### src/spg_map.svh
// constants for the scrambled greyscale pwm generator
// assumes mclk runs at 100 MHz; included by bare name
`ifndef SPG_MAP_SVH
`define SPG_MAP_SVH

`define SPG_NUM_CH      12
`define SPG_GS_W        12
`define SPG_GS_RESET    12'h000
`define SPG_MCLK_NS     10
`define SPG_PWM_CLK_NS  100
// mclk cycles per pwm clock, rounded down, at least one
`define SPG_DIV_CNT     ((`SPG_PWM_CLK_NS / `SPG_MCLK_NS) > 0 ? \
                         (`SPG_PWM_CLK_NS / `SPG_MCLK_NS) : 1)
`define SPG_DIV_LAST    4'((`SPG_DIV_CNT) - 1)
`define SPG_CYCLE_LAST  12'hFFF
`define SPG_SUB_LAST    5'h1F
`define SPG_SLOT_FIRST  7'h00
`define SPG_SLOT_LAST   7'h7F
`define SPG_SPREAD_SLOTS 8'h7F

`endif

### src/spg_pkg.sv
// types and shared arithmetic of the scrambled pwm generator
// assumes spg_map.svh is reachable on the include path
`include "spg_map.svh"

package spg_pkg;

	// sequencer states
	typedef enum logic {
		SPG_RUN,
		SPG_STOP
	} spg_state_e;

	// spread accumulator step, modulo the slots that carry sub-periods
	function automatic logic [6:0] spg_acc_step(input logic [6:0] acc,
	                                            input logic [6:0] n);
		logic [7:0] sum;
		sum = {1'b0, acc} + {1'b0, n};
		if (sum >= `SPG_SPREAD_SLOTS) begin
			sum = sum - `SPG_SPREAD_SLOTS;
		end
		spg_acc_step = sum[6:0];
	endfunction

endpackage

### src/spg_chan.sv
// one channel of the scrambled pwm: remainder then spread sub-periods
// assumes a shared pwm position and tick from the sequencer
`timescale 1ns/1ps
`include "spg_map.svh"

module spg_chan
	import spg_pkg::*;
(
	input  wire logic        mclk,
	input  wire logic        arst_n,
	input  wire logic [11:0] gs,
	input  wire logic        tick,
	input  wire logic        restart,
	input  wire logic        run,
	input  wire logic        en,
	input  wire logic [11:0] cnt,
	output logic             out_reg
);

	logic [6:0] acc_reg;  // spread phase for the current slot
	logic [6:0] sub_n;    // count of whole 32-clock sub-periods
	logic [4:0] rem;      // leftover clocks
	logic [6:0] slot;     // 32-clock slot index
	logic [4:0] phase;    // clock inside the slot
	logic       on_next;  // raw channel level for this pwm clock

	assign sub_n = gs[11:5];
	assign rem   = gs[4:0];
	assign slot  = cnt[11:5];
	assign phase = cnt[4:0];

	// slot 0 is kept for the remainder so the two never overlap;
	// the n sub-periods share the other 127 slots evenly
	always_ff @(posedge mclk or negedge arst_n) begin
		if (!arst_n) begin
			acc_reg <= 7'h00;
		end else if (restart) begin
			acc_reg <= 7'h00;
		end else if (tick && phase == `SPG_SUB_LAST) begin
			if (slot == `SPG_SLOT_LAST || slot == `SPG_SLOT_FIRST) begin
				acc_reg <= 7'h00;
			end else begin
				acc_reg <= spg_acc_step(acc_reg, sub_n);
			end
		end
	end

	// remainder first, then a sub-period wherever the spread phase is below n
	always_comb begin
		if (slot == `SPG_SLOT_FIRST) begin
			on_next = (phase < rem);
		end else begin
			on_next = (acc_reg < sub_n);
		end
	end

	// registered drive of the current sink
	always_ff @(posedge mclk or negedge arst_n) begin
		if (!arst_n) begin
			out_reg <= 1'b0;
		end else begin
			out_reg <= run & en & on_next;
		end
	end

endmodule

### src/spg_top.sv
// scrambled greyscale pwm generator for twelve current sinks
// assumes greyscale, load and control bits come from same-clock serial logic;
// the overtemperature level arrives asynchronously
//
// Behaviour
// - on-time split into spread 32-clock sub-periods
// - leftover clocks placed at cycle start
// - pwm clock about 10 MHz, 100 ns
// - cycle 4096 clocks, on-time equals greyscale
// - cycles repeat endlessly unless one-shot, even while disabled
// - new greyscale interrupts and restarts cycle
// - twelve 12-bit greyscale values, zero at reset
// - one-shot runs a single cycle then stops
// - outputs on only when disable and id bit low
// - overtemperature shutdown forces outputs off when enabled
`timescale 1ns/1ps
`include "spg_map.svh"

module spg_top
	import spg_pkg::*;
(
	input  wire logic         mclk,
	input  wire logic         arst_n,
	input  wire logic [143:0] channel_greyscale_value,
	input  wire logic         gs_load,
	input  wire logic         output_disable_bit,
	input  wire logic         id_bit3,
	input  wire logic         one_shot,
	input  wire logic         ot_shutdown_en,
	input  wire logic         ot_condition,
	output logic [11:0]       current_sink_outputs,
	output logic              pwm_running_reg
);

	logic [143:0]     gs_reg;      // held greyscale of all channels
	logic [3:0]       div_reg;     // mclk divider to the pwm clock
	logic [11:0]      cnt_reg;     // position inside the pwm cycle
	spg_state_e       state_reg;   // running or stopped
	logic             ot_meta_reg; // first synchroniser stage
	logic             ot_sync_reg; // overtemperature, synchronised
	logic             tick;        // one mclk per pwm clock
	logic             run;         // sequencer is running
	logic             en;          // channels allowed on
	logic             cycle_end;   // last pwm clock of a running cycle

	assign tick      = (div_reg == `SPG_DIV_LAST);
	assign run       = (state_reg == SPG_RUN);
	assign cycle_end = run && tick && (cnt_reg == `SPG_CYCLE_LAST);

	// enable needs both disable bits low and no active thermal shutdown
	assign en = ~output_disable_bit & ~id_bit3
	          & ~(ot_shutdown_en & ot_sync_reg);

	// overtemperature level crosses in from the analog side
	always_ff @(posedge mclk or negedge arst_n) begin
		if (!arst_n) begin
			ot_meta_reg <= 1'b0;
			ot_sync_reg <= 1'b0;
		end else begin
			ot_meta_reg <= ot_condition;
			ot_sync_reg <= ot_meta_reg;
		end
	end

	// greyscale store, all channels updated together
	always_ff @(posedge mclk or negedge arst_n) begin
		if (!arst_n) begin
			gs_reg <= {`SPG_NUM_CH{`SPG_GS_RESET}};
		end else if (gs_load) begin
			gs_reg <= channel_greyscale_value;
		end
	end

	// pwm clock divider; realigned on load so the new cycle is full
	always_ff @(posedge mclk or negedge arst_n) begin
		if (!arst_n) begin
			div_reg <= 4'h0;
		end else if (gs_load || tick) begin
			div_reg <= 4'h0;
		end else begin
			div_reg <= div_reg + 4'h1;
		end
	end

	// cycle position; wraps naturally after 4096 pwm clocks
	always_ff @(posedge mclk or negedge arst_n) begin
		if (!arst_n) begin
			cnt_reg <= 12'h000;
		end else if (gs_load) begin
			cnt_reg <= 12'h000;
		end else if (run && tick) begin
			cnt_reg <= cnt_reg + 12'h001;
		end
	end

	// sequencer: endless unless one-shot, any load restarts it
	always_ff @(posedge mclk or negedge arst_n) begin
		if (!arst_n) begin
			state_reg <= SPG_RUN;
		end else begin
			case (state_reg)
				SPG_RUN: begin
					// one-shot checked at the wrap, so a late change still counts
					if (!gs_load && cycle_end && one_shot) begin
						state_reg <= SPG_STOP;
					end else begin
						state_reg <= SPG_RUN;
					end
				end
				SPG_STOP: begin
					if (gs_load) begin
						state_reg <= SPG_RUN;
					end
				end
				default: begin
					state_reg <= SPG_RUN;
				end
			endcase
		end
	end

	// status flop for the outside
	always_ff @(posedge mclk or negedge arst_n) begin
		if (!arst_n) begin
			pwm_running_reg <= 1'b0;
		end else begin
			pwm_running_reg <= (state_reg == SPG_RUN);
		end
	end

	// one slice per channel
	genvar ch;
	generate
		for (ch = 0; ch < `SPG_NUM_CH; ch = ch + 1) begin : g_ch
			spg_chan u_chan (
				.mclk    (mclk),
				.arst_n  (arst_n),
				.gs      (gs_reg[ch*12 +: 12]),
				.tick    (tick),
				.restart (gs_load),
				.run     (run),
				.en      (en),
				.cnt     (cnt_reg),
				.out_reg (current_sink_outputs[ch])
			);
		end
	endgenerate

	// helper: on-clocks of channel 0 over an undisturbed cycle
	logic [12:0] on_cnt_reg;  // pwm clocks seen high so far
	logic        clean_reg;   // no load or disable since cycle start

	always_ff @(posedge mclk or negedge arst_n) begin
		if (!arst_n) begin
			on_cnt_reg <= 13'h0000;
			clean_reg  <= 1'b1;
		end else if (gs_load) begin
			on_cnt_reg <= 13'h0000;
			clean_reg  <= 1'b1;
		end else if (cycle_end) begin
			on_cnt_reg <= 13'h0000;
			clean_reg  <= en;
		end else begin
			if (run && tick) begin
				on_cnt_reg <= on_cnt_reg + {12'h000, current_sink_outputs[0]};
			end
			if (!en) begin
				clean_reg <= 1'b0;
			end
		end
	end

	// pwm clock is exactly ten mclk periods; a load in between realigns it
	AST_DIV_PERIOD: assert property (@(posedge mclk) disable iff (!arst_n)
		(tick && !gs_load) ##1 (!gs_load [*8]) ##1 !gs_load |-> !tick ##1 tick)
		else $error("pwm clock period is not ten mclk");

	// a full undisturbed cycle carries exactly the greyscale on-time
	AST_ON_COUNT: assert property (@(posedge mclk) disable iff (!arst_n)
		(cycle_end && clean_reg && en && !gs_load)
		|-> (on_cnt_reg + {12'h000, current_sink_outputs[0]}) == {1'b0, gs_reg[11:0]})
		else $error("channel 0 on-time differs from greyscale");

	// remainder clocks sit in the first slot
	AST_REMAINDER: assert property (@(posedge mclk) disable iff (!arst_n)
		(run && en && !gs_load && cnt_reg[11:5] == 7'h00
		 && cnt_reg[4:0] < gs_reg[4:0]) |=> current_sink_outputs[0])
		else $error("remainder not driven at cycle start");

	// first spread slot is always on when sub-periods exist
	AST_SPREAD: assert property (@(posedge mclk) disable iff (!arst_n)
		(run && en && !gs_load && cnt_reg[11:5] == 7'h01 && gs_reg[11:5] != 7'h00)
		|=> current_sink_outputs[0])
		else $error("sub-period missing in first spread slot");

	// zero greyscale stays dark
	AST_ZERO: assert property (@(posedge mclk) disable iff (!arst_n)
		(gs_reg[11:0] == 12'h000 && !gs_load) |=> !current_sink_outputs[0])
		else $error("zero greyscale channel pulsed");

	// load restarts the cycle and stores the data
	AST_RESTART: assert property (@(posedge mclk) disable iff (!arst_n)
		gs_load |=> (cnt_reg == 12'h000 && state_reg == SPG_RUN
		             && gs_reg == $past(channel_greyscale_value)))
		else $error("load did not restart with new data");

	// one-shot stops after the wrap and stays stopped
	AST_ONESHOT: assert property (@(posedge mclk) disable iff (!arst_n)
		(cycle_end && one_shot && !gs_load) |=> (state_reg == SPG_STOP) ##1
		(state_reg == SPG_STOP || $past(gs_load)))
		else $error("one-shot did not stop after one cycle");

	// endless mode keeps running across the wrap
	AST_ENDLESS: assert property (@(posedge mclk) disable iff (!arst_n)
		(cycle_end && !one_shot) |=> (state_reg == SPG_RUN && cnt_reg == 12'h000))
		else $error("endless mode did not restart the cycle");

	// disable bits darken every channel
	AST_DISABLE: assert property (@(posedge mclk) disable iff (!arst_n)
		(output_disable_bit || id_bit3) |=> current_sink_outputs == 12'h000)
		else $error("channels lit while disabled");

	// thermal shutdown three cycles after the pin at most
	AST_OT: assert property (@(posedge mclk) disable iff (!arst_n)
		(ot_shutdown_en && ot_condition) [*3] |=> current_sink_outputs == 12'h000)
		else $error("outputs on during overtemperature shutdown");

	COV_ONESHOT: cover property (@(posedge mclk) disable iff (!arst_n)
		cycle_end && one_shot ##1 state_reg == SPG_STOP);
	COV_MIDLOAD: cover property (@(posedge mclk) disable iff (!arst_n)
		run && cnt_reg == 12'h800 && gs_load);
	COV_REM_ON: cover property (@(posedge mclk) disable iff (!arst_n)
		cycle_end && clean_reg && gs_reg[4:0] != 5'h00 && gs_reg[11:5] != 7'h00);

endmodule

### config.mk
export PLATFORM = sky130hd
export DESIGN_NAME = spg_top
export DESIGN_NICKNAME = d
export VERILOG_FILES = /design/src/spg_pkg.sv /design/src/spg_chan.sv /design/src/spg_top.sv
export VERILOG_INCLUDE_DIRS = /design/src /design/src/src
export SDC_FILE = /design/constraint.sdc
export NUM_CORES = 1
export LEC_CHECK = 0
export BUFFER_PORTS_ARGS = -buffer_cell sky130_fd_sc_hd__buf_2
export CELL_PAD_IN_SITES_DETAIL_PLACEMENT = 2
export CELL_PAD_IN_SITES_GLOBAL_PLACEMENT = 2
export CORE_MARGIN = 1
export CORE_UTILIZATION = 30
export DETAILED_ROUTE_END_ITERATION = 7
export GPL_TIMING_DRIVEN = 0
export PLACE_DENSITY_LB_ADDON = 0.05
export REMOVE_ABC_BUFFERS = 1
export SYNTH_ARGS = -nofsm -noshare
export SYNTH_HDL_FRONTEND = slang
export SYNTH_SLANG_ARGS = --single-unit
### constraint.sdc
create_clock -name mclk -period 3.4 [get_ports mclk]
set_input_delay 0.34 -clock mclk [delete_from_list [all_inputs] [get_ports mclk]]
set_output_delay 0.34 -clock mclk [all_outputs]
set_load 0.05 [all_outputs]
==> results of run 1 <==
-- how the worst max path moves through the flow --
stage,from,end,slack (ps),depth (start not counted)
detailed placement,cnt_reg[1],g_ch[8].u_chan.acc_reg[2],-250,9
floorplan,cnt_reg[1],g_ch[0].u_chan.acc_reg[4],-1670,7
global route,g_ch[8].u_chan.acc_reg[2],g_ch[8].u_chan.acc_reg[3],0.1,8
global placement,gs_load,g_ch[8].u_chan.acc_reg[3],-11340,3
CTS,g_ch[0].u_chan.acc_reg[0],g_ch[0].u_chan.acc_reg[3],40,9
finish,g_ch[8].u_chan.acc_reg[2],g_ch[8].u_chan.acc_reg[3],120,8
-- worst register-to-register path, delay by kind of cell (launching register included) --
| kind | cells | cell delay [ps] |
|---|---|---|
| compound gates | 3 | 920 |
| fa+ha+maj | 1 | 370 |
| flops | 1 | 400 |
| mux | 1 | 410 |
| simple gates | 3 | 1060 |
-- cell usage after synthesis (all sizes together), types with 21 or more instances --
library cell	count	area (um^2)
dfrtp	260	6510
ha	232	2900
o21ai	226	1150
nand2	214	803
inv	195	732
a21oi	84	420
clkbuf	73	274
nor2	72	270
nor2b	52	325
nand2b	49	307
xnor2	42	368
mux2	40	450
nor3	35	180
mux2i	33	330
nand3	33	165
nor3b	29	218
nand3b	24	180
a21o	22	165
buf	22	131
a32o	21	210
-- layout by cell type, fill, tap and decap left out, types with 11 or more instances in the layout --
cell type | netlist | routed
inv_1 | 195 | 195
a211oi_1 | 20 | 16
mux2_2 | 38 | 38
or3_1 | 15 | 15
nor4_1 | 12 | 11
xnor2_1 | 42 | 35
o311ai_0 | 11 | 11
or2_2 | 15 | 15
o21ai_1 | 13 | 13
a2111oi_0 | 12 | 12
o211ai_1 | 18 | 18
nor2b_1 | 52 | 51
xor2_1 | 19 | 19
nor2_1 | 72 | 72
nand2_1 | 214 | 214
nand3b_1 | 24 | 24
o21bai_1 | 11 | 11
nand3_1 | 33 | 33
buf_2 | 3 | 162
dlygate4sd3_1 | 0 | 93
nand2b_1 | 49 | 49
nor3_1 | 34 | 34
a21oi_1 | 84 | 83
a32o_1 | 21 | 21
or4_1 | 12 | 11
fa_1 | 12 | 12
clkbuf_16 | 0 | 41
o21ai_0 | 209 | 209
ha_1 | 232 | 230
mux2i_1 | 33 | 33
a21o_1 | 22 | 22
dfrtp_1 | 260 | 255
nor3b_1 | 29 | 29
a22o_1 | 14 | 14
-- stage by stage --
stage	total power, uW	TNS (ps)	cell area [um^2]
after floorplan	4210	-102700	18200
after global placement	4700	-2061360	20000
after detailed placement	4770	-5110	20400
after CTS	9260	0	22600
after global routing	9530	0	22700
final	9040	0	22700
-- layer usage --
metal	part of all wire	vias up	track usage
met5	0	-	0
met4	0.032	0	0.0639
li1	-	7599	-
met1	0.47	7788	0.242
met2	0.47	184	0.325
met3	0.026	92	0.0253
-- logic make-up (layout without fill, tap and decap cells) --
kind of cell               count (synthesis)  in the layout  share of synthesized area
and+or+nand+nor                          623            623                      0.177
AOI/OAI and AO/OA                        505            505                      0.173
buffers and inverters                    290            536                     0.0611
DFF                                      260            260                      0.349
adders and majority gates                244            244                      0.169
muxes                                     73             73                     0.0419
xor gates and xnor gates                  61             61                     0.0287
-- power by group through the flow --
stage                     Clock, uW  Combinational (uW)  Sequential, uW
after global placement            0                1290            3410
after detailed placement          0                1360            3420
final                          4260                1430            3360
after CTS                      4450                1450            3360
after global routing           4530                1620            3380
after floorplan                   0                 793            3420
-- repair_timing --
action | 4_1_cts | 5_1_grt
hold buffers | 93 | 0
pin swaps | 0 | 2
setup endpoints to repair | 38 | 8
gates cloned | 0 | 0
endpoints found under the hold margin | 151 | 0
resized for setup | 8 | 11
-- final cells by class --
class | instances | area (um^2) | area share
Clock buffer | 57 | 1180 | 0.0518
Clock inverter | 10 | 153 | 0.00672
Inverter | 195 | 732 | 0.0322
Multi-Input combinational cell | 1506 | 11100 | 0.488
Sequential cell | 260 | 6510 | 0.287
Tap cell | 782 | 978 | 0.0431
Timing Repair Buffer | 274 | 2060 | 0.0909
==> out/results.ini, run 1 <==
[final_layout]
drive_above_1_share = 0.148
fin_cells = 3084
fill_cells = 6737
antennaDiodeCount = 0
fin_nets = 2671
syn2layout_area_growth_pct = 21.9
largest_reg_flops = 144
utilization = 0.373

[pwr]
power_density_mw_per_mm2 = 398
power_frac_clock = 0.471
p_leak_uw = 0.0109
power.internal_uw = 6540
power_switching_uw = 2500
p_seq_frac = 0.371
p_comb_frac = 0.158
sw_frac_of_total = 0.276
ir_worst_vdd_v = 0.000336

[worst_setup_path]
ff2ff_path_depth = 8
rrSetupSlack_ps = 120
worstSetupEndpointType = register
r2r-end = g_ch[8].u_chan.acc_reg[3]
worstPathMaxFanout = 6
crit_chain = ha_1 -> and2b_1 -> a211oi_1 -> mux2_2 -> or4_4 -> o21a_4 -> or3_1 -> a32o_1
critPathKind = register to register
slowest_stage = or4_4
startpoint_type = register
critical_path_arrival_ps = 3710
reg2reg_from = g_ch[8].u_chan.acc_reg[2]
crit_family = simple AND/OR/NAND/NOR gates
crit_required_ps = 3830
cp_num_buf_inv = 0
crit_path_max_incr_delay_ps = 550

[sta]
min_period_ps = 3280
drv_slew = 0
setup_viol = 0
setup_ws_ps = 121
holdWs_ps = 18.9
clock_skew_ps = 24.1
rsz0062_at_grt = no
timing.fmax_mhz = 305
fin_crit_sh = 0.964
finalHoldViolCount = 0
worst_slew_pin_slew_ps = 1150
max_slew_margin = 0.215

[die]
start_util = 0.306
die_w_um = 251
fp.dieH_um = 251
fp-row-count = 90
coreArea_mm2 = 0.0608
dieArea_mm2 = 0.0631
boundaryPins = 165

[route]
drc = 0
vias_per_cell = 5.08
drt-initial-drc-count = 478
first_pass_iters = 4
wl_per_cell_um = 19.0
drtAntennaViolNets = 0
dr_total_vias = 15700
wl_mm = 58.6

[cts]
cts_root_buf = clkbuf_16
cts.reportedPaths.clkPinSlew_ps = 60
cts_tree = yes
cts.htree.levels = 2
clockBufferDepth = 3
cts_setup_buffers = 0
clock_latency_ps = 570
cts.sinks = 260
cts_inserted_buffers = 38

[synth]
seq_area_frac_synth = 0.349
synthCells = 2056
ys.flop_type = dfrtp_1
async_reset_ff_frac = 1.00
synth_edf_count = 0
ys_warn_count = 0
synth_seq_cells = 260
syn_area_mm2 = 0.0186
yosys.cell_types.count = 70
avgSynthCellArea_um2 = 9.06

[global_route]
grt_max_degree = 120
grt_pass1_vias = 17600
gr-usage-all-layers = 0.189
grt_pass1_wl_mm = 95.2
antenna_found_initial = 2
gr-total-overflow = 0

[place]
gp_congestion = 0.753
io_buffers = 164
post-place-ws_ps = -249
placed_cells = 2924
place_hpwl_mm = 41.7

[outcome]
status = finished clean

[min_path]
min_delay_path_depth = 3
whs_endpoint = gs_reg[112]
hp-start = channel_greyscale_value[112]
hold_path.class = primary input to register

[run]
cap_viol_max_count = 0

Note: power is estimated with default switching activity, not from simulation.
==> run 2, diff against run 1 <==
CORE_MARGIN = 5   (was 1)
clock period = 4.09 ns   (was 3.4 ns; I/O delays follow)
==> out/results.ini, run 2 (synthesized netlist as in run 1, its figures left out) <==
[outcome]
status = finished clean

[final_layout]
syn2layout_area_growth_pct = 16.2
drive_above_1_share = 0.144
antennaDiodeCount = 0
largest_reg_flops = 144
utilization = 0.351
fin_nets = 2577
final_cell_mix = 260 x dfrtp_1, 232 x ha_1, 214 x nand2_1
postLayoutCellArea_mm2 = 0.0216
fill_cells = 6854
layout_commonest_cell = dfrtp_1

[worst_setup_path]
cp_num_buf_inv = 3
crit_path_max_incr_delay_ps = 1090
worstPathMaxFanout = 15
critical_path_arrival_ps = 4140
crit_required_ps = 4560
crit_family = flip-flops
critPathKind = register to register
worstSetupEndpointType = register
startpoint_type = register
crit_chain = ha_1 -> and3_1 -> ha_1 -> nand2_1 -> nor4_2 -> buf_4 -> buf_4 -> buf_4 -> nand2_1 -> o21ai_0
crit_top_cell = buf_4
slowest_stage = dfrtp_1

[sta]
setup_ws_ps = 415
clock_skew_ps = 7.86
setup_viol = 0
min_period_ps = 3680
finalHoldViolCount = 0
worst_slew_pin_slew_ps = 1350
drv_slew = 0
fin_crit_sh = 0.899
rsz0062_at_grt = no
timing.fmax_mhz = 272
final.setup.tns_ps = 0
max_slew_margin = 0.0981

[global_route]
grt_pass1_wl_mm = 94.1
grt_pass1_vias = 17200
antenna_found_initial = 0
grt_max_degree = 149
gr-total-overflow = 0
gr-usage-all-layers = 0.171

[pwr]
p_seq_frac = 0.386
power.internal_uw = 5210
ir_worst_vdd_v = 0.000226
power_frac_clock = 0.463
p_comb_frac = 0.151
p_leak_uw = 0.0105
sw_frac_of_total = 0.281
totalPowerFinal_uw = 7240
power_switching_uw = 2040
power_density_mw_per_mm2 = 335

[die]
fp.dieH_um = 259
start_util = 0.302
boundaryPins = 165
dieArea_mm2 = 0.0672
coreArea_mm2 = 0.0616
die_w_um = 259
fp-row-count = 91

[min_path]
hold_path.class = primary input to register

[route]
drt-initial-drc-count = 457
vias_per_cell = 5.02
first_pass_iters = 4
drc = 0
dr_total_vias = 15300
drtAntennaViolNets = 0
wl_per_cell_um = 19.0
wl_mm = 58.0

[place]
gp_congestion = 0.763
place_area_mm2 = 0.0204
post-place-ws_ps = 159
io_buffers = 164
place_hpwl_mm = 41.9

[cts]
cts_root_buf = clkbuf_16
cts.reportedPaths.clkPinSlew_ps = 60
clock_latency_ps = 550
cts_tree = yes
cts_inserted_buffers = 38
cts.sinks = 260
clockBufferDepth = 3
cts.htree.levels = 2

[run]
cap_viol_max_count = 0

run 2: cell types whose count changed in the layout (fill, tap and decap cells not counted), sizes merged:
cell         previous run  this run
buf                   181       178
clkinv                  5         7
clkinvlp                1         0
clkbuf                 57        60
bufinv                  4         1
dlygate4sd3            93         2
run 2: area by class of cell:
class | instances | area [um^2] | share of cell area
multi-input cells | 1506 | 11000 | 0.509
flip-flops and latches | 260 | 6510 | 0.301
clock buffers | 60 | 1200 | 0.0553
repair buffers | 180 | 1080 | 0.0501
well taps | 837 | 1050 | 0.0484
inverters | 195 | 732 | 0.0338
clock inverters | 8 | 65.1 | 0.00301
run 2: worst min-delay path, delay by kind of cell:
family,cells,cell delay [ps]
and+or+nand+nor,1,40
buffers and inverters,1,70
AOI/OAI and AO/OA,1,60
run 2: final timing paths:
check / to / startpoint / depth (start not counted) / slack, ps
setup / recovery: g_ch[9].u_chan.acc_reg[2] / cnt_reg[1] / 10 / 410
hold / removal: gs_reg[90] / channel_greyscale_value[90] / 3 / 60
setup reg to reg: g_ch[9].u_chan.acc_reg[2] / cnt_reg[1] / 10 / 410
hold reg to reg: ot_sync_reg / ot_meta_reg / 0 / 350
max in group asynchronous: g_ch[1].u_chan.acc_reg[1] / arst_n / 3 / 2680
min in group asynchronous: gs_reg[8] / arst_n / 2 / 450
run 2: power groups by stage:
stage                     Combinational, uW  Sequential, uW  Clock [uW]
after CTS                              1130            2800        3510
after detailed placement               1110            2840           0
final                                  1090            2800        3360
after global routing                   1250            2810        3610
after global placement                 1070            2840           0
after floorplan                         659            2840           0
run 2: stage by stage:
step / hold WS [ps] / cells
floorplan: 113 / 1961
global placement: 335 / 2962
detailed placement: 350 / 2976
CTS: 20.3 / 3046
global route: 43.4 / 3046
finish: 61.8 / 3046
run 2: metal layers:
layer / GRT usage / routed length [um] / vias to the layer above / part of all wire
li1: - / - / 7421 / -
met1: 0.225 / 26900 / 7659 / 0.46
met2: 0.298 / 27900 / 168 / 0.48
met3: 0.0228 / 1830 / 55 / 0.031
met4: 0.0458 / 1260 / 0 / 0.022
met5: 0 / 0 / - / 0
run 2: timing repair:
action | 4_1_cts | 5_1_grt
hold buffers | 2 | 0
hold endpoints to repair | 86 | 0
setup buffers | 0 | 0
resized for setup | 0 | 0
==> run 3, diff against run 2 <==
REMOVE_ABC_BUFFERS = unset   (was 1)
==> out/results.ini, run 3 (synthesized netlist as in run 1, its figures left out) <==
[worst_setup_path]
crit_path_max_incr_delay_ps = 850
startpoint_type = register
slowest_stage = clkdlybuf4s15_1
critical_path_arrival_ps = 4090
worstPathMaxFanout = 15
ff2ff_path_depth = 9
worstSetupEndpointType = register
crit_chain = ha_1 -> and3_1 -> ha_1 -> nand2_1 -> nor4_1 -> clkdlybuf4s15_1 -> clkbuf_2 -> nand2_1 -> o21ai_0
crit_required_ps = 4530
critPathKind = register to register

[final_layout]
final_cell_mix = 257 x dfrtp_1, 232 x ha_1, 214 x nand2_1
drive_above_1_share = 0.138
syn2layout_area_growth_pct = 16.4
largest_reg_flops = 144
postLayoutCellArea_mm2 = 0.0217
layout_commonest_cell = dfrtp_1
fin_nets = 2659
fill_cells = 6840

[route]
drtAntennaViolNets = 0
vias_per_cell = 5.11
first_pass_iters = 4
wl_mm = 68.2
wl_per_cell_um = 21.9
drt-initial-drc-count = 702
drc = 0
dr_total_vias = 15900

[cts]
cts_tree = yes
clock_latency_ps = 550
cts.htree.levels = 2
cts_inserted_buffers = 36
clockBufferDepth = 3
cts_root_buf = clkbuf_16
cts.reportedPaths.clkPinSlew_ps = 60
cts.sinks = 260

[global_route]
grt_max_degree = 102
gr-total-overflow = 0
grt_pass1_vias = 17700
gr-usage-all-layers = 0.201
grt_pass1_wl_mm = 105
antenna_found_initial = 1

[place]
place_area_mm2 = 0.0206
io_buffers = 164
post-place-ws_ps = -438
gp_congestion = 0.791
place_hpwl_mm = 50.5

[sta]
holdWs_ps = 70.6
setup_viol = 0
min_period_ps = 3660
rsz0062_at_grt = no
final.setup.tns_ps = 0
worst_slew_pin_slew_ps = 1330
finalHoldViolCount = 0
timing.fmax_mhz = 273
clock_skew_ps = 19.6
fin_crit_sh = 0.894
setup_ws_ps = 432
drv_slew = 0
max_slew_margin = 0.113

[die]
fp.dieH_um = 259
coreArea_mm2 = 0.0616
die_w_um = 259
fp-row-count = 91
boundaryPins = 165
start_util = 0.302
dieArea_mm2 = 0.0672

[pwr]
ir_worst_vdd_v = 0.000233
p_leak_uw = 0.0105
totalPowerFinal_uw = 6940
power_density_mw_per_mm2 = 320

[min_path]
min_delay_path_depth = 3
hold_path.class = primary input to register

[synth]
synth_nets = 2452

[run]
cap_viol_max_count = 0

[outcome]
status = finished clean

-- run 3: per-stage QoR --
stage / utilization / instances
CTS: 0.352 / 3120
detailed placement: 0.334 / 3060
floorplan: - / 2056
global placement: 0.333 / 3057
global route: 0.352 / 3120
finish: 0.352 / 3121
-- run 3: path summary, 6_finish.rpt --
path | start | end | slack, ps
max | cnt_reg[1] | g_ch[1].u_chan.acc_reg[2] | 430
min | channel_greyscale_value[136] | gs_reg[136] | 70
max reg2reg | cnt_reg[1] | g_ch[1].u_chan.acc_reg[2] | 430
min reg2reg | ot_meta_reg | ot_sync_reg | 370
max in group asynchronous | arst_n | cnt_reg[2] | 2140
min in group asynchronous | arst_n | gs_reg[19] | 530
-- run 3: worst max-delay path: cells and delay by family, from the launching register on --
family | cells | cell delay [ps]
adder cells (fa/ha/maj) | 2 | 460
AO/OA/AOI/OAI | 1 | 220
flip-flops | 1 | 770
buffers and inverters | 2 | 1440
AND/OR/NAND/NOR | 4 | 640
-- run 3: repair_timing --
item                                    CTS  global route
pin swaps                                 0             0
gates resized for setup                   4             6
endpoints found under the hold margin   101             0
endpoints found under the setup margin   30             6
buffers inserted                          0             0
hold buffers                              2             0
-- run 3: layout make-up --
type | instances | area, um^2 | share of cell area
Antenna cell | 1 | 2.50 | 0.000115
Buffer | 95 | 417 | 0.0192
Clock buffer | 50 | 1020 | 0.0472
Clock inverter | 8 | 40.0 | 0.00185
Inverter | 195 | 732 | 0.0337
Multi-Input combinational cell | 1506 | 11000 | 0.506
Sequential cell | 260 | 6510 | 0.300
Tap cell | 837 | 1050 | 0.0483
Timing Repair Buffer | 169 | 933 | 0.0430
-- run 3: report_power, final --
group | internal (uW) | leakage, uW | total (uW) | switching (uW)
sequential | 2710 | 0.00333 | 2800 | 81.0
combinational | 431 | 0.00659 | 1160 | 725
clock | 1730 | 0.000533 | 2990 | 1260
total | 4880 | 0.0105 | 6940 | 2060
-- run 3: per-layer routing --
layer,vias to the layer above,share of wire,GRT usage
li1,7576,-,-
met1,8141,0.47,0.265
met2,163,0.49,0.354
met3,60,0.026,0.0266
met4,0,0.015,0.0392
met5,-,0,0
